--- src/csf_pkg.sv ---
package csf_pkg;
  localparam logic [11:0] CSF_STATUS_IDX = 12'h0d5;
  localparam logic [11:0] CSF_STATUS_ADDR = CSF_STATUS_IDX << 2;
  localparam logic [11:0] CSF_SYM_ADDR = 12'h400;
  localparam logic [11:0] CSF_IDX_ADDR = 12'h404;
  localparam logic [11:0] CSF_EA_ADDR = 12'h408;
  localparam int CSF_BANK_BIT = 0;
  localparam int CSF_FAST_BIT = 1;
  localparam int CSF_HALF_BIT = 2;
  localparam int CSF_DKIND_BIT = 3;
  localparam logic [7:0] CSF_STATUS_RESET = 8'h00;
  localparam logic [1:0] CSF_RESP_OKAY = 2'h0;
  localparam logic [1:0] CSF_RESP_SLVERR = 2'h2;
  localparam logic [3:0] CSF_BCD_LO = 4'h9;
  localparam logic [7:0] CSF_BCD_HI = 8'h99;
  localparam logic [7:0] CSF_ADJ_LO = 8'h06;
  localparam logic [7:0] CSF_ADJ_HI = 8'h60;

  typedef enum logic [2:0]
  {
    CSF_OP_NONE = 3'b000,
    CSF_OP_ADD = 3'b001,
    CSF_OP_SUB = 3'b010,
    CSF_OP_DA = 3'b011,
    CSF_OP_SB0 = 3'b100,
    CSF_OP_SB1 = 3'b101,
    CSF_OP_FAST_INT = 3'b110,
    CSF_OP_INTERRUPT_RETURN_INSTRUCTION = 3'b111
  } csf_op_type;

  typedef enum logic [2:0]
  {
    CSF_MODE_REG_BIT = 3'b000,
    CSF_MODE_WORK_LSB = 3'b001,
    CSF_MODE_REG_PAIR = 3'b010,
    CSF_MODE_RELATIVE = 3'b011,
    CSF_MODE_SHORT_IDX = 3'b100,
    CSF_MODE_LONG_IDX = 3'b101,
    CSF_MODE_LONG_IMM = 3'b110
  } csf_mode_type;

  typedef struct packed
  {
    logic valid;
    csf_op_type op;
    logic [7:0] a;
    logic [7:0] b;
  } csf_exec_type;

  typedef struct packed
  {
    logic [7:0] result;
    logic carry;
  } csf_alu_type;
endpackage : csf_pkg

--- src/csf_operand_check.sv ---
`timescale 1ns/1ns
module csf_operand_check
  import csf_pkg::*;
(
  input wire csf_mode_type mode,
  input wire logic [7:0] reg_num,
  input wire logic working,
  input wire logic [2:0] bit_idx,
  input wire logic [15:0] base,
  input wire logic [15:0] field,
  output logic legal,
  output logic [15:0] target
);
  wire pair_even = ~reg_num[0];
  wire work_ok = reg_num[7:4] == 4'h0;
  wire [15:0] sext = {{8{field[7]}}, field[7:0]};
  always_comb
  begin
    legal = 1'b0;
    target = 16'h0000;
    case (mode)
      // any reg or working, bit 0-7
      CSF_MODE_REG_BIT:
      begin
        legal = working ? work_ok : 1'b1;
        target = {5'h0, reg_num, bit_idx};
      end
      CSF_MODE_WORK_LSB:
      begin
        legal = work_ok;
        target = {8'h00, reg_num};
      end
      CSF_MODE_REG_PAIR:
      begin
        legal = pair_even & (working ? work_ok : 1'b1);
        target = {8'h00, reg_num};
      end
      CSF_MODE_RELATIVE:
      begin
        legal = 1'b1;
        target = base + sext;
      end
      CSF_MODE_SHORT_IDX:
      begin
        legal = pair_even & work_ok;
        target = base + sext;
      end
      CSF_MODE_LONG_IDX:
      begin
        legal = pair_even & work_ok;
        target = base + field;
      end
      CSF_MODE_LONG_IMM:
      begin
        legal = 1'b1;
        target = field;
      end
      default:
      begin
        legal = 1'b0;
        target = 16'h0000;
      end
    endcase
  end
endmodule : csf_operand_check

--- src/csf_status_flags.sv ---
`timescale 1ns/1ns
module csf_status_flags
  import csf_pkg::*;
(
  input wire logic aclk,
  input wire logic aresetn,
  input wire logic ce,
  input wire csf_exec_type exec,
  input wire logic int_request,
  input wire logic [11:0] s_axi_awaddr,
  input wire logic s_axi_awvalid,
  output logic s_axi_awready,
  input wire logic [31:0] s_axi_wdata,
  input wire logic [3:0] s_axi_wstrb,
  input wire logic s_axi_wvalid,
  output logic s_axi_wready,
  output logic [1:0] s_axi_bresp,
  output logic s_axi_bvalid,
  input wire logic s_axi_bready,
  input wire logic [11:0] s_axi_araddr,
  input wire logic s_axi_arvalid,
  output logic s_axi_arready,
  output logic [31:0] s_axi_rdata,
  output logic [1:0] s_axi_rresp,
  output logic s_axi_rvalid,
  input wire logic s_axi_rready,
  output csf_alu_type alu_out,
  output logic bank_sel,
  output logic int_accept,
  output logic fast_return,
  output logic normal_return,
  output logic operand_legal,
  output logic [15:0] operand_target
);
  logic [7:0] status_q;
  logic [7:0] status_d;
  csf_alu_type alu_q;
  csf_alu_type alu_d;
  logic [31:0] sym_q;
  logic [15:0] ea_q;
  logic legal_q;
  logic acc_q;
  logic fret_q;
  logic nret_q;
  logic aw_q;
  logic w_q;
  logic bv_q;
  logic [1:0] br_q;
  logic [11:0] awa_q;
  logic [31:0] wd_q;
  logic [3:0] ws_q;
  logic rv_q;
  logic [31:0] rd_q;
  logic [1:0] rr_q;
  logic chk_legal;
  logic [15:0] chk_target;

  wire is_add = exec.valid && exec.op == CSF_OP_ADD;
  wire is_sub = exec.valid && exec.op == CSF_OP_SUB;
  wire is_da = exec.valid && exec.op == CSF_OP_DA;
  wire is_fint = exec.valid && exec.op == CSF_OP_FAST_INT;
  wire is_interrupt_return_instruction = exec.valid && exec.op == CSF_OP_INTERRUPT_RETURN_INSTRUCTION;
  wire fast_on = status_q[CSF_FAST_BIT];
  wire [8:0] sum9 = {1'b0, exec.a} + {1'b0, exec.b};
  wire [8:0] dif9 = {1'b0, exec.a} - {1'b0, exec.b};
  // nibble carry out of bit 3
  wire half_add = ({1'b0, exec.a[3:0]} + {1'b0, exec.b[3:0]}) > 5'h0f;
  wire half_sub = exec.a[3:0] < exec.b[3:0];
  wire carry_in = alu_q.carry;
  wire lo_fix = status_q[CSF_HALF_BIT] || exec.a[3:0] > CSF_BCD_LO;
  wire hi_fix = carry_in || exec.a > CSF_BCD_HI;
  wire [7:0] adj = (lo_fix ? CSF_ADJ_LO : 8'h00)
    | (hi_fix ? CSF_ADJ_HI : 8'h00);
  // correction depends on half-carry and kind
  wire [7:0] da_res = status_q[CSF_DKIND_BIT] ? exec.a - adj
    : exec.a + adj;

  // axi write: collect address and data in any order
  wire wr_fire = aw_q && w_q && !bv_q;
  wire wr_status = awa_q == CSF_STATUS_ADDR;
  wire wr_sym = awa_q == CSF_SYM_ADDR;
  wire wr_hit = wr_status || wr_sym;
  wire rd_status = s_axi_araddr == CSF_STATUS_ADDR;
  wire rd_sym = s_axi_araddr == CSF_SYM_ADDR;
  wire rd_idx = s_axi_araddr == CSF_IDX_ADDR;
  wire rd_ea = s_axi_araddr == CSF_EA_ADDR;
  wire rd_hit = rd_status || rd_sym || rd_idx || rd_ea;
  wire [31:0] rd_mux = rd_status ? {24'h000000, status_q}
    : rd_sym ? sym_q
    : rd_idx ? {31'h0, legal_q}
    : rd_ea ? {16'h0000, ea_q} : 32'h00000000;
  wire rd_take = s_axi_arvalid && !rv_q;

  always_comb
  begin
    status_d = status_q;
    alu_d = alu_q;
    case (exec.valid ? exec.op : CSF_OP_NONE)
      CSF_OP_ADD:
      begin
        alu_d.result = sum9[7:0];
        alu_d.carry = sum9[8];
        status_d[CSF_HALF_BIT] = half_add;
        status_d[CSF_DKIND_BIT] = 1'b0;
      end
      CSF_OP_SUB:
      begin
        alu_d.result = dif9[7:0];
        alu_d.carry = dif9[8];
        status_d[CSF_HALF_BIT] = half_sub;
        status_d[CSF_DKIND_BIT] = 1'b1;
      end
      CSF_OP_DA:
      begin
        alu_d.result = da_res;
        alu_d.carry = hi_fix;
      end
      CSF_OP_SB0: status_d[CSF_BANK_BIT] = 1'b0;
      CSF_OP_SB1: status_d[CSF_BANK_BIT] = 1'b1;
      CSF_OP_FAST_INT: status_d[CSF_FAST_BIT] = 1'b1;
      CSF_OP_INTERRUPT_RETURN_INSTRUCTION: status_d[CSF_FAST_BIT] = 1'b0;
      default: status_d = status_q;
    endcase
    if (wr_fire && wr_status && ws_q[0])
    begin
      status_d = wd_q[7:0];
    end
  end

  // operand word: [2:0] mode, [3] working, [6:4] bit, [15:8] reg,
  // [31:16] field; base is the alu result over the exec b operand
  csf_operand_check csf_operand_check_i
  (
    .mode(csf_mode_type'(sym_q[2:0])),
    .reg_num(sym_q[15:8]),
    .working(sym_q[3]),
    .bit_idx(sym_q[6:4]),
    .base({alu_q.result, exec.b}),
    .field(sym_q[31:16]),
    .legal(chk_legal),
    .target(chk_target)
  );

  always_ff @(posedge aclk)
  begin
    if (!aresetn)
    begin
      status_q <= CSF_STATUS_RESET;
      alu_q <= '0;
      sym_q <= 32'h00000000;
      ea_q <= 16'h0000;
      legal_q <= 1'b0;
      acc_q <= 1'b0;
      fret_q <= 1'b0;
      nret_q <= 1'b0;
    end
    else if (ce)
    begin
      status_q <= status_d;
      alu_q <= alu_d;
      legal_q <= chk_legal;
      ea_q <= chk_target;
      // no interrupt while fast service runs
      acc_q <= int_request && !fast_on && !is_fint;
      fret_q <= is_interrupt_return_instruction && fast_on;
      nret_q <= is_interrupt_return_instruction && !fast_on;
      if (wr_fire && wr_sym)
      begin
        sym_q <= wd_q;
      end
    end
  end

  always_ff @(posedge aclk)
  begin
    if (!aresetn)
    begin
      aw_q <= 1'b0;
      w_q <= 1'b0;
      bv_q <= 1'b0;
      br_q <= CSF_RESP_OKAY;
      awa_q <= 12'h000;
      wd_q <= 32'h00000000;
      ws_q <= 4'h0;
    end
    else if (ce)
    begin
      if (s_axi_awvalid && !aw_q)
      begin
        aw_q <= 1'b1;
        awa_q <= s_axi_awaddr;
      end
      if (s_axi_wvalid && !w_q)
      begin
        w_q <= 1'b1;
        wd_q <= s_axi_wdata;
        ws_q <= s_axi_wstrb;
      end
      if (wr_fire)
      begin
        bv_q <= 1'b1;
        br_q <= wr_hit ? CSF_RESP_OKAY : CSF_RESP_SLVERR;
      end
      if (bv_q && s_axi_bready)
      begin
        bv_q <= 1'b0;
        aw_q <= 1'b0;
        w_q <= 1'b0;
      end
    end
  end

  always_ff @(posedge aclk)
  begin
    if (!aresetn)
    begin
      rv_q <= 1'b0;
      rd_q <= 32'h00000000;
      rr_q <= CSF_RESP_OKAY;
    end
    else if (ce)
    begin
      if (rd_take)
      begin
        rv_q <= 1'b1;
        rd_q <= rd_mux;
        rr_q <= rd_hit ? CSF_RESP_OKAY : CSF_RESP_SLVERR;
      end
      else if (rv_q && s_axi_rready)
      begin
        rv_q <= 1'b0;
      end
    end
  end

  // ready for one cycle, the cycle after a channel is captured; slows bursts but
  // keeps every output a flop
  logic awr_q;
  logic wr_q;
  logic arr_q;
  always_ff @(posedge aclk)
  begin
    if (!aresetn)
    begin
      awr_q <= 1'b0;
      wr_q <= 1'b0;
      arr_q <= 1'b0;
    end
    else if (ce)
    begin
      awr_q <= !aw_q && !awr_q && s_axi_awvalid;
      wr_q <= !w_q && !wr_q && s_axi_wvalid;
      arr_q <= rd_take;
    end
  end

  assign s_axi_awready = awr_q;
  assign s_axi_wready = wr_q;
  assign s_axi_bvalid = bv_q;
  assign s_axi_bresp = br_q;
  assign s_axi_arready = arr_q;
  assign s_axi_rvalid = rv_q;
  assign s_axi_rdata = rd_q;
  assign s_axi_rresp = rr_q;
  assign alu_out = alu_q;
  assign bank_sel = status_q[CSF_BANK_BIT];
  assign int_accept = acc_q;
  assign fast_return = fret_q;
  assign normal_return = nret_q;
  assign operand_legal = legal_q;
  assign operand_target = ea_q;
endmodule : csf_status_flags

--- config.mk ---
export PLATFORM = sky130hd
export DESIGN_NAME = csf_status_flags
export DESIGN_NICKNAME = d
export VERILOG_FILES = /design/src/csf_pkg.sv /design/src/csf_operand_check.sv /design/src/csf_status_flags.sv
export SDC_FILE = /design/constraint.sdc
export NUM_CORES = 1
export LEC_CHECK = 0
export ABC_CLOCK_PERIOD_IN_PS = 6900
export BUFFER_PORTS_ARGS = -buffer_cell sky130_fd_sc_hd__clkbuf_2
export CORE_MARGIN = 5
export CORE_UTILIZATION = 31
export CTS_CLUSTER_SIZE = 24
export DETAILED_ROUTE_END_ITERATION = 6
export HOLD_SLACK_MARGIN = 0.08
export PLACE_DENSITY = 0.61
export SYNTH_ARGS = -nofsm -noshare
export SYNTH_HDL_FRONTEND = slang
export SYNTH_HIERARCHICAL = 1
export SYNTH_SLANG_ARGS = --single-unit
--- constraint.sdc ---
create_clock -name aclk -period 6.9 [get_ports aclk]
set_input_delay 1.38 -clock aclk [delete_from_list [all_inputs] [get_ports aclk]]
set_output_delay 1.38 -clock aclk [all_outputs]
set_load 0.01 [all_outputs]
==> results.rst, run 1 <==
.. list-table::
   :header-rows: 1

   * - Metric
     - Value
   * - Status
     - finished clean
   * - I/O Pins
     - 160
   * - Highest metal layer used by the detailed router
     - met4
   * - PortBufs
     - 154
   * - Clock edge transition at the registers on the reported setup and hold paths
     - 0.07 ns
   * - Netlist Area Pre-Place
     - 8578 um^2
   * - Ys Warns
     - 6
   * - EDFF count, synth
     - 0
   * - Worst max-slew margin expressed relative to the limit
     - 28.63%
   * - N_diodes
     - 0
   * - Number of vias per cell
     - 5.063
   * - Total number of vias
     - 8009
   * - Total routing resource utilization after global routing
     - 16.86%
   * - Count of instances resized after the clock tree is built
     - 0
   * - Worst voltage drop across the vdd grid
     - 0.0001267 V
   * - Clock Path Buffers
     - 2
   * - Number of design-rule violations left by the first detailed-router iteration
     - 683
   * - Starting Density
     - 31.65%
   * - Sequential cell area fraction in the yosys report
     - 36.17%
   * - Routed metal-1 wirelength
     - 12.33 mm
   * - Net switching fraction of the power
     - 28.19%
   * - Power share of the clock group
     - 44.7%
   * - Net Sw Power
     - 0.6016 mW
   * - Total setup violations reported at the end of the flow
     - 0
   * - Flip-flop and latch count after synthesis
     - 155
   * - Max FO, Critical Path
     - 7
   * - Internal Pwr Total
     - 1.532 mW
   * - Flop2flop setup slack
     - 3.58 ns
   * - Count of different cell masters after synthesis
     - 81
   * - Total length of routed met2 wires
     - 12.23 mm
   * - Critical path capture point type
     - flip-flop
   * - Commonest register cell after synthesis
     - sky130_fd_sc_hd__dfxtp_1
   * - Overall die area
     - 31100 um^2
   * - Clock latency at the later pin of the worst-skew pair
     - 0.43 ns
   * - Post-Synthesis Cells
     - 1084
   * - Kind of path behind the tightest hold check
     - reg2reg
   * - Number of buffers created by CTS
     - 17
   * - Final hold violation count
     - 0
   * - RSZ-0062 raised after global routing
     - no
   * - Post-CTS setup-driven buffer insertion count
     - 0
   * - Combinational share of power
     - 11.6%
   * - FILL cells
     - 2895
   * - Max Slew Vio Count
     - 0
   * - Met3 WL post-DR
     - 1.706 mm
   * - Root buf cell
     - sky130_fd_sc_hd__clkbuf_16
   * - Floorplan core area
     - 27100 um^2
   * - Static Leak
     - 4.143 nW
   * - CP Class
     - in2reg
   * - Nets
     - 1332
   * - CP arrival
     - 3.96 ns
   * - Remaining antenna violation count after routing
     - 0
   * - Pin count of the biggest net entering global routing
     - 90
   * - DIE WIDTH
     - 176.4 um
   * - DP Wirelength
     - 20.11 mm
   * - Tightest Pin Transition
     - 1.062 ns
   * - Worst hold path endpoint
     - awa_q[7]$_SDFFE_PN0P_
   * - Vias in the first global route
     - 7708
   * - Number of levels the H-tree was split into
     - 4
   * - Number of stages on the worst hold path
     - 2
   * - Fraction of layout instances using a drive strength above 1
     - 19.26%
   * - Max-cap check violation count
     - 0
   * - Pwr per Cell Area
     - 210.4 nW/um^2
   * - Post-synthesis async set-or-reset flop share
     - 0%
   * - Remaining DRCs
     - 0
   * - Reg2reg end
     - operand_target[13]$_SDFFE_PN0P_
   * - Cell depth of the worst flop-to-flop path
     - 13
   * - Post-cts hold buffer count
     - 0
   * - Initial antenna violation count
     - 0
   * - Count of placed standard cells including taps
     - 1550
   * - Global-route wire length before repair
     - 42.08 mm
   * - Final weighted congestion in routability-driven placement
     - 0.8674
   * - Area added between synthesis and finish
     - 18.22%
   * - Kind of launch point of the worst setup path
     - input pin
   * - Cell Rows
     - 60
   * - Total Wirelength
     - 26.66 mm
   * - HP Start
     - awa_q[7]$_SDFFE_PN0P_
   * - Final critical-path share of the clock period
     - 52.45%
   * - Die outline height
     - 176.4 um
   * - Gr ovfl total
     - 0
   * - Top achievable clock speed
     - 276.3 MHz
   * - Detailed Routing Iterations Pass 1
     - 5
   * - Crit Reg-Reg Startpoint
     - sym_q[2]$_SDFFE_PN0P_
   * - Worst EP required
     - 7.24 ns
   * - Setup Skew
     - 0.01718 ns
   * - Power share of the sequential group
     - 43.7%
   * - Accumulated negative setup slack
     - 0 ns
   * - Period minus WS final
     - 3.619 ns
   * - Clock tree from TritonCTS
     - done
   * - Avg Cell Area, Syn
     - 7.913 um^2
   * - Num Clock Sinks
     - 155
   * - Cell Count, Final, Fillers Out
     - 1582
   * - Mean routed wirelength per cell
     - 16.85 um
## synth_stat cells (8+ instances only)
cell type                  instances  share of area, %
sky130_fd_sc_hd__dfxtp_1         155                36
sky130_fd_sc_hd__nor3_1           21               1.2
sky130_fd_sc_hd__a31o_2            8              0.82
sky130_fd_sc_hd__o21ai_0          34               2.0
sky130_fd_sc_hd__mux2i_1          43               5.0
sky130_fd_sc_hd__nand2_1         213               9.3
sky130_fd_sc_hd__a22oi_1          28               2.5
sky130_fd_sc_hd__nand3_1          18               1.1
sky130_fd_sc_hd__inv_1            24               1.1
sky130_fd_sc_hd__xor2_1           14               1.4
sky130_fd_sc_hd__buf_4             8              0.70
sky130_fd_sc_hd__nor2_1          100               4.4
sky130_fd_sc_hd__nor2b_1          14               1.0
sky130_fd_sc_hd__a21oi_1         139               8.1
sky130_fd_sc_hd__nand2b_1         10              0.73
sky130_fd_sc_hd__clkbuf_1         46               2.0
sky130_fd_sc_hd__a21o_1            8              0.70
sky130_fd_sc_hd__ha_1             43               6.3
sky130_fd_sc_hd__a211oi_1         18               1.6
## power groups by stage
stage                     logic, mW  clock network, mW  registers (mW)
after global routing          0.277               1.01           0.935
final                         0.248              0.953           0.932
after global placement        0.245                  0           0.952
after detailed placement      0.248                  0           0.953
after floorplan               0.164                  0           0.951
after CTS                     0.249              0.973           0.932
## metal layers
metal,up-vias,global-route usage [%]
met3,25,4.839
met5,-,0
li1,4038,-
met1,3755,22.35
met2,191,27.14
met4,0,4.255
## state kept, by name, indices dropped and copies added (netlist names), 8 cells and up
signal	flops
sym_q	32
alu_out	8
operand_target	16
status_q	8
s_axi_rdata	32
wd_q	32
awa_q	12
## worst max-delay path, stage by stage
cell and delay, ns:
sky130_fd_sc_hd__clkbuf_2 0.17, sky130_fd_sc_hd__o21a_1 0.24, sky130_fd_sc_hd__a211o_1 0.29, sky130_fd_sc_hd__a21oi_1 0.33
sky130_fd_sc_hd__ha_1 0.30, sky130_fd_sc_hd__inv_1 0.05, sky130_fd_sc_hd__o21ai_0 0.08, sky130_fd_sc_hd__ha_1 0.35
sky130_fd_sc_hd__nand2_1 0.08, sky130_fd_sc_hd__o21ai_0 0.22, sky130_fd_sc_hd__xnor2_1 0.14, sky130_fd_sc_hd__nand3_1 0.12
sky130_fd_sc_hd__a31oi_1 0.22
## worst max path at each step
stage	start	depth (start not counted)	slack, ns	to
3_3_place_gp	exec[9]	13	2.91	alu_out[8]$_SDFFE_PN0P_
2_1_floorplan	exec[10]	13	3.40	alu_out[7]$_SDFFE_PN0P_
4_1_cts	exec[9]	13	3.29	alu_out[8]$_SDFFE_PN0P_
3_5_place_dp	exec[9]	13	2.85	alu_out[8]$_SDFFE_PN0P_
6_report	exec[9]	13	3.28	alu_out[8]$_SDFFE_PN0P_
5_1_grt	exec[9]	13	3.03	alu_out[8]$_SDFFE_PN0P_
## cell families (layout without fill, tap and decap cells)
family	after synthesis	count (layout)	share of synthesized area, %
other cells	1	2	0.04372
simple gates	422	422	22.16
fa+ha+maj	46	46	6.972
mux	46	46	5.411
flops	155	155	36.17
buf+inv	94	219	5.134
xor+xnor	19	19	1.940
compound gates	301	301	22.17
## layout make-up
class / count / area [um^2] / area share, %
Clock buffer: 17 / 425.4 / 4.195
Clock inverter: 15 / 175.2 / 1.727
Inverter: 24 / 92.59 / 0.9130
Multi-Input combinational cell: 836 / 5041 / 49.71
Sequential cell: 155 / 3103 / 30.60
Tap cell: 372 / 465.4 / 4.590
Timing Repair Buffer: 163 / 838.3 / 8.266
## through the flow
stage               worst slack, ns  hold WS, ns  util [%]  instance area [um^2]  power, mW
floorplan                     3.396       0.4308         -                  8582      1.115
global placement              2.908       0.4404     35.20                  9540      1.197
detailed placement            2.850       0.4454     35.20                  9540      1.201
CTS                           3.292       0.4516     37.42                 10140      2.155
global route                  3.028       0.4723     37.42                 10140      2.226
finish                        3.281       0.4518     37.42                 10140      2.134
## layout by cell type, fill, tap and decap left out, drive strengths merged, types with 4 or more instances in the layout
cell type / n
nor3: 24
nand2b: 11
a21oi: 140
xnor2: 5
a31o: 9
nand4: 4
nand2: 213
a211oi: 23
buf: 9
a22oi: 28
or3: 4
dfxtp: 155
a31oi: 8
o31ai: 4
nor2b: 15
a21o: 8
mux2i: 43
nand3: 18
ha: 43
o211ai: 7
or2: 5
xor2: 14
o21ai: 39
inv: 34
nor2: 100
clkbuf: 171
No activity file was read; power rests on OpenSTA's default activity.
==> inputs of run 2 (changes only) <==
Settings changed: ABC_AREA from default to 1, ABC_CLOCK_PERIOD_IN_PS 6900 to 3200, PLACE_DENSITY 0.61 to 0.62.
Clock period 6.9 ns to 3.2 ns, I/O delays scaled along.
==> run 2 against run 1 <==
Net effect: clock power rose by 110%; setup slack got worse by 2.7 ns; area after synthesis rose by 7.3%; via count rose by 14%; final area rose by 7.3%; clock-buffer cell count did not move; wire length rose by 9.8%; register-to-register slack got worse by 3.0 ns; critical path type is now reg2reg.
==> results.rst, run 2 <==
.. list-table::
   :header-rows: 1

   * - Metric
     - Value
   * - Status
     - finished clean
   * - Count of different cell masters after synthesis
     - 48
   * - Die outline height
     - 182.3 um
   * - Initial antenna violation count
     - 1
   * - Count of placed standard cells including taps
     - 1913
   * - Buffers and inverters on the worst path
     - 2
   * - PortBufs
     - 154
   * - Dominant cells by area after synthesis
     - sky130_fd_sc_hd__dfxtp_1 34%, sky130_fd_sc_hd__nand2_1 15%, sky130_fd_sc_hd__inv_1 8.1%
   * - Number of vias per cell
     - 4.708
   * - Cell Count, Final, Fillers Out
     - 1945
   * - CP arrival
     - 2.89 ns
   * - Synthesized-area fraction occupied by and/or/nand/nor cells
     - 32.98%
   * - DIE WIDTH
     - 182.3 um
   * - Cell with the largest stage delay on the worst path
     - sky130_fd_sc_hd__dfxtp_1
   * - Most common library cells after synthesis
     - 371 x sky130_fd_sc_hd__nand2_1, 199 x sky130_fd_sc_hd__inv_1, 155 x sky130_fd_sc_hd__dfxtp_1
   * - Total setup violations reported at the end of the flow
     - 0
   * - Ys Warns
     - 6
   * - Fraction of the mapped netlist area in compound gates
     - 15.25%
   * - Post-cts hold buffer count
     - 0
   * - Worst voltage drop across the vdd grid
     - 0.0003119 V
   * - Global-route wire length before repair
     - 46.06 mm
   * - Fraction of layout instances using a drive strength above 1
     - 17.62%
   * - EDFF count, synth
     - 0
   * - DP Wirelength
     - 23.08 mm
   * - Remaining DRCs
     - 0
   * - Clock tree from TritonCTS
     - done
   * - Flop2flop setup slack
     - 0.61 ns
   * - N_diodes
     - 0
   * - Final core occ
     - 36.92%
   * - HP Start
     - s_axi_awaddr[10]
   * - Commonest register cell after synthesis
     - sky130_fd_sc_hd__dfxtp_1
   * - Maximum single-stage delay on the critical path
     - 0.61 ns
   * - Clock edge transition at the registers on the reported setup and hold paths
     - 0.07 ns
   * - FILL cells
     - 3243
   * - Post-synthesis cell type with the largest combined area
     - sky130_fd_sc_hd__dfxtp_1
   * - Gr ovfl total
     - 0
   * - Multi-input combinational cell area
     - 5055 um^2
   * - Period minus WS final
     - 2.595 ns
   * - Largest family of logic cells by synthesized area
     - simple AND/OR/NAND/NOR gates
   * - Detailed Routing Iterations Pass 1
     - 7
   * - Number of stages on the worst hold path
     - 3
   * - Worst EP required
     - 3.50 ns
   * - Pin count of the biggest net entering global routing
     - 100
   * - Num Clock Sinks
     - 155
   * - Final critical-path share of the clock period
     - 81.09%
   * - Critical path capture point type
     - flip-flop
   * - Worst path most repeated cell
     - sky130_fd_sc_hd__nand2_1
   * - Reg2reg end
     - operand_target[13]$_SDFFE_PN0P_
   * - Clock Path Buffers
     - 2
   * - Clock latency at the later pin of the worst-skew pair
     - 0.43 ns
   * - Total Wirelength
     - 29.28 mm
   * - Family of cells with the greatest summed delay on the critical path
     - simple AND/OR/NAND/NOR gates
   * - Accumulated negative setup slack
     - 0 ns
   * - Max Slew Vio Count
     - 0
   * - Tightest Pin Transition
     - 0.7496 ns
   * - Floorplan core area
     - 29480 um^2
   * - Root buf cell
     - sky130_fd_sc_hd__clkbuf_16
   * - Max FO, Critical Path
     - 10
   * - Post-Synthesis Cells
     - 1409
   * - Final hold violation count
     - 0
   * - Post-CTS setup-driven buffer insertion count
     - 0
   * - Flip-flop and latch count after synthesis
     - 155
   * - Vias in the first global route
     - 8669
   * - Final weighted congestion in routability-driven placement
     - 0.9189
   * - Most common library cell in the layout ignoring fill and taps
     - sky130_fd_sc_hd__nand2_1
   * - Cell with the most instances after synthesis
     - sky130_fd_sc_hd__nand2_1
   * - Kind of path behind the tightest hold check
     - in2reg
   * - Netlist Area Pre-Place
     - 9208 um^2
   * - Count of instances resized after the clock tree is built
     - 0
   * - Portion of netlist area occupied by mux cells
     - 0%
   * - Most frequent cells in the layout
     - 371 x sky130_fd_sc_hd__nand2_1, 199 x sky130_fd_sc_hd__inv_1, 155 x sky130_fd_sc_hd__dfxtp_1, 153 x sky130_fd_sc_hd__clkbuf_2, 125 x sky130_fd_sc_hd__nor2_1
   * - Overall die area
     - 33250 um^2
   * - RSZ-0062 raised after global routing
     - no
   * - Remaining antenna violation count after routing
     - 0
   * - Max-cap check violation count
     - 0
   * - Top achievable clock speed
     - 385.4 MHz
   * - Number of buffers created by CTS
     - 17
   * - Static Leak
     - 5.336 nW
   * - Pwr per Cell Area
     - 428.4 nW/um^2
   * - Kind of launch point of the worst setup path
     - flip-flop
   * - Post-synthesis adder-cell area fraction
     - 6.495%
   * - Post-synthesis async set-or-reset flop share
     - 0%
   * - Avg Cell Area, Syn
     - 6.535 um^2
   * - Worst hold path endpoint
     - awa_q[10]$_SDFFE_PN0P_
   * - Sequential cell area
     - 3103 um^2
   * - Cell depth of the worst flop-to-flop path
     - 15
   * - Total number of vias
     - 9157
   * - WHS
     - 0.4371 ns
   * - Area added between synthesis and finish
     - 18.19%
   * - Cell Rows
     - 63
   * - Total routing resource utilization after global routing
     - 17.32%
   * - Starting Density
     - 31.23%
   * - Sequential cell area fraction in the yosys report
     - 33.70%
   * - Nets
     - 1677
   * - Setup Skew
     - 0.01584 ns
   * - I/O Pins
     - 160
   * - Number of design-rule violations left by the first detailed-router iteration
     - 549
   * - Worst max-slew margin expressed relative to the limit
     - 50.02%
   * - Ordered list of cells on the worst path
     - nand3_4, nand2_1, o21ai_0, inv_1, ha_1, nand2_1, inv_1, nand2_1, nand2_1, a21oi_1, nand3_1, nand3_1, nand2_1, o21ai_0, a21oi_1
   * - Crit Reg-Reg Startpoint
     - sym_q[2]$_SDFFE_PN0P_
   * - CP Class
     - reg2reg
   * - Mean routed wirelength per cell
     - 15.06 um
   * - Xor/xnor cell area share of the yosys netlist
     - 0.09512%
   * - Number of levels the H-tree was split into
     - 4
   * - Share of Yosys cell area claimed by the top area cell type
     - 33.70%
## run 2: cell count changes in the layout (fill, tap and decap cells not counted), moves of 26 or more
cell,previous run,this run
sky130_fd_sc_hd__a22oi_1,28,0
sky130_fd_sc_hd__inv_1,23,199
sky130_fd_sc_hd__mux2i_1,43,0
sky130_fd_sc_hd__nand2_1,213,371
sky130_fd_sc_hd__nand3_1,18,70
sky130_fd_sc_hd__nor2_1,99,125
sky130_fd_sc_hd__o21ai_0,34,113
## run 2: how the worst max path moves through the flow
| stage | to | slack, ns | start | depth (start not counted) |
|---|---|---|---|---|
| 2_1_floorplan | alu_out[8]$_SDFFE_PN0P_ | 0.74 | exec[10] | 17 |
| 3_3_place_gp | alu_out[8]$_SDFFE_PN0P_ | 0.30 | exec[10] | 18 |
| 3_5_place_dp | alu_out[8]$_SDFFE_PN0P_ | 0.31 | exec[10] | 18 |
| 4_1_cts | operand_target[13]$_SDFFE_PN0P_ | 0.64 | sym_q[2]$_SDFFE_PN0P_ | 15 |
| 5_1_grt | operand_target[13]$_SDFFE_PN0P_ | 0.35 | sym_q[2]$_SDFFE_PN0P_ | 15 |
| 6_report | operand_target[13]$_SDFFE_PN0P_ | 0.61 | sym_q[2]$_SDFFE_PN0P_ | 15 |
## run 2: tightest hold or removal path: stages
cell and delay [ns]:
sky130_fd_sc_hd__clkbuf_2 0.07, sky130_fd_sc_hd__nor2_1 0.04, sky130_fd_sc_hd__nor2_1 0.08
## run 2: through the flow
stage / instance area, um^2 / worst slack (ns) / total power [mW]
final: 10880 / 0.6053 / 4.662
after floorplan: 9211 / 0.7379 / 2.490
after global routing: 10880 / 0.3541 / 4.894
after detailed placement: 10310 / 0.3124 / 2.724
after global placement: 10310 / 0.2972 / 2.718
after CTS: 10880 / 0.6362 / 4.709
## run 2: area by class of cell
cell class,instances,share of cell area [%]
Multi-Input combinational cell,991,46.45
Sequential cell,155,28.51
Timing Repair Buffer,165,7.956
Inverter,212,7.312
Tap cell,390,4.484
Clock buffer,17,3.909
Clock inverter,15,1.380
## run 2: cells by family after synthesis
kind of cell    after synthesis
flops                       155
buf+inv                     264
xor+xnor                      1
other cells                   1
simple gates                678
compound gates              264
fa+ha+maj                    46
## run 2: routing by layer
metal  up-vias  GRT usage [%]  share of wire, %
li1       4755              -                 -
met1      4148          24.13                48
met2       220          27.47                45
met3        34          3.269               5.0
met4         0          4.863               1.8
met5         -              0                 0
## run 2: power breakdown
group,total (mW),switching (mW),internal (mW)
registers,2.04,0.0424,2.00
clock network,1.98,0.941,1.04
logic,0.640,0.415,0.224
==> inputs of run 3 (changes only) <==
Settings changed: ABC_AREA 1 to 0, ABC_CLOCK_PERIOD_IN_PS 3200 to 2200.
Clock period 3.2 ns to 2.2 ns, I/O delays scaled along.
==> run 3 against run 2 <==
Net effect: final cell count down 13%; critical path depth is 3 lower; final area is 5.2% higher; sequential power rose by 44%; utilization rose by 5.3 points; power increased by 51%; critical endpoint unchanged; clock-buffer cell count increased by 4; first-iteration DRC count decreased by 3.8%; the flow now finishes with violations (negative setup slack); setup slack worse by 0.88 ns; via count shrank 6.3%; clock skew decreased by 0.0065 ns; non-clock buffer count is 114 higher.
==> results.rst, run 3 (synthesized netlist as in run 1, its figures left out) <==
.. list-table::
   :header-rows: 1

   * - Metric
     - Value
   * - Kind of path behind the tightest hold check
     - in2reg
   * - RSZ-0062 raised after global routing
     - yes
   * - Total setup violations reported at the end of the flow
     - 8
   * - Remaining DRCs
     - 0
   * - Worst voltage drop across the vdd grid
     - 0.0003506 V
   * - Total power
     - 7.026 mW
   * - Max-cap check violation count
     - 0
   * - Mean routed wirelength per cell
     - 16.83 um
   * - Nets
     - 1448
   * - Clock tree from TritonCTS
     - done
   * - Cell Rows
     - 60
   * - Initial antenna violation count
     - 0
   * - Pin count of the biggest net entering global routing
     - 45
   * - Clock Path Buffers
     - 2
   * - Total routing resource utilization after global routing
     - 18.02%
   * - Post-route setup slack
     - -0.2797 ns
   * - Clock edge transition at the registers on the reported setup and hold paths
     - 0.06 ns
   * - Max FO, Critical Path
     - 8
   * - Gr ovfl total
     - 0
   * - Die outline height
     - 176.4 um
   * - I/O Pins
     - 160
   * - Number of vias per cell
     - 5.053
   * - Tightest Pin Transition
     - 0.6325 ns
   * - Top achievable clock speed
     - 403.3 MHz
   * - Total number of vias
     - 8580
   * - Pwr per Cell Area
     - 613.6 nW/um^2
   * - Vias in the first global route
     - 8118
   * - Root buf cell
     - sky130_fd_sc_hd__clkbuf_16
   * - Status
     - finished with violations
   * - Final hold violation count
     - 0
   * - Area added between synthesis and finish
     - 33.47%
   * - Most frequent cells in the layout
     - 211 x sky130_fd_sc_hd__nand2_1, 153 x sky130_fd_sc_hd__clkbuf_2, 148 x sky130_fd_sc_hd__dfxtp_1, 132 x sky130_fd_sc_hd__a21oi_1, 118 x sky130_fd_sc_hd__buf_4
   * - Placed instance area
     - 10520 um^2
   * - Number of buffers created by CTS
     - 17
   * - Kind of launch point of the worst setup path
     - flip-flop
   * - Number of design-rule violations left by the first detailed-router iteration
     - 528
   * - Setup Skew
     - 0.009332 ns
   * - Final Cell Area
     - 11450 um^2
   * - Final weighted congestion in routability-driven placement
     - 0.8853
   * - Failing checks
     - negative setup slack
   * - Total Wirelength
     - 28.57 mm
   * - Clock latency at the later pin of the worst-skew pair
     - 0.42 ns
   * - Starting Density
     - 31.65%
   * - N_diodes
     - 0
   * - Num Clock Sinks
     - 155
   * - Fraction of layout instances using a drive strength above 1
     - 29.79%
   * - Worst max-slew margin expressed relative to the limit
     - 57.83%
   * - CP Class
     - reg2reg
   * - DIE WIDTH
     - 176.4 um
   * - Static Leak
     - 4.791 nW
   * - Critical path capture point type
     - flip-flop
   * - Final critical-path share of the clock period
     - 112.7%
   * - CP arrival
     - 2.79 ns
   * - Worst EP required
     - 2.51 ns
   * - Floorplan core area
     - 27100 um^2
   * - WHS
     - 0.2308 ns
   * - Global-route wire length before repair
     - 44.74 mm
   * - Overall die area
     - 31100 um^2
   * - Period minus WS final
     - 2.480 ns
   * - Detailed Routing Iterations Pass 1
     - 5
   * - Max Slew Vio Count
     - 0
   * - Number of levels the H-tree was split into
     - 4
   * - Remaining antenna violation count after routing
     - 0
   * - DP Wirelength
     - 21.93 mm
   * - PortBufs
     - 154
   * - Most common library cell in the layout ignoring fill and taps
     - sky130_fd_sc_hd__nand2_1
[run 3: final cells by class]
cell class / count / area, um^2
multi-input combinational: 836 / 5358
tap: 372 / 465.4
sequential: 155 / 3114
inverter: 24 / 92.59
clock buffer: 21 / 460.4
timing repair buffer: 279 / 1803
fill: 2761 / 15650
clock inverter: 11 / 156.4
[run 3: power breakdown]
| part | internal (mW) | total (mW) | switching (mW) |
|---|---|---|---|
| Combinational | 0.469 | 1.01 | 0.545 |
| Clock | 1.87 | 3.08 | 1.22 |
| Sequential | 2.87 | 2.93 | 0.0567 |
| Total | 5.21 | 7.03 | 1.82 |
[run 3: worst paths after layout]
check	endpoint	start	cells after the start	slack [ns]
setup / recovery	operand_target[13]$_SDFFE_PN0P_	sym_q[2]$_SDFFE_PN0P_	12	-0.28
hold / removal	awa_q[7]$_SDFFE_PN0P_	s_axi_awaddr[7]	3	0.23
setup reg to reg	operand_target[13]$_SDFFE_PN0P_	sym_q[2]$_SDFFE_PN0P_	12	-0.28
hold reg to reg	wd_q[24]$_SDFFE_PN0P_	wd_q[24]$_SDFFE_PN0P_	2	0.45
[run 3: critical path: stages (launching register included)]
cell and delay (ns):
sky130_fd_sc_hd__dfxtp_2 0.33, sky130_fd_sc_hd__nor2b_4 0.23, sky130_fd_sc_hd__a21boi_4 0.12, sky130_fd_sc_hd__a31o_4 0.24, sky130_fd_sc_hd__ha_1 0.31, sky130_fd_sc_hd__a21oi_2 0.15, sky130_fd_sc_hd__o21ai_2 0.10, sky130_fd_sc_hd__a22o_1 0.22
sky130_fd_sc_hd__a211oi_2 0.18, sky130_fd_sc_hd__xor2_1 0.21, sky130_fd_sc_hd__o21ai_1 0.08, sky130_fd_sc_hd__mux2i_1 0.13, sky130_fd_sc_hd__nor2_1 0.05
[run 3: repair_timing]
item / CTS / global route
endpoints found under the setup margin: 11 / 13
pin swaps: 14 / 27
gates resized for setup: 13 / 43
hold buffers: 0 / 0
setup buffers: 2 / 7
[run 3: layer usage]
metal | wire length, um | vias to the layer above | global-route usage (%)
met2 | 13340 | 254 | 29.12
li1 | - | 4265 | -
met5 | 0 | - | 0
met4 | 495 | 0 | 4.513
met1 | 12890 | 4025 | 24.08
met3 | 1843 | 36 | 4.711
[run 3: through the flow]
step                      std cells  TNS, ns  utilization, %  worst slack (ns)
final                          1698   -1.798           42.25           -0.2797
after global routing           1698   -2.868           42.25           -0.4028
after CTS                      1693   -1.542           41.39           -0.2552
after detailed placement       1659   -5.870           38.81           -0.5009
after global placement         1659   -5.073           38.81           -0.4727
after floorplan                1085  -0.9818               -           -0.1873
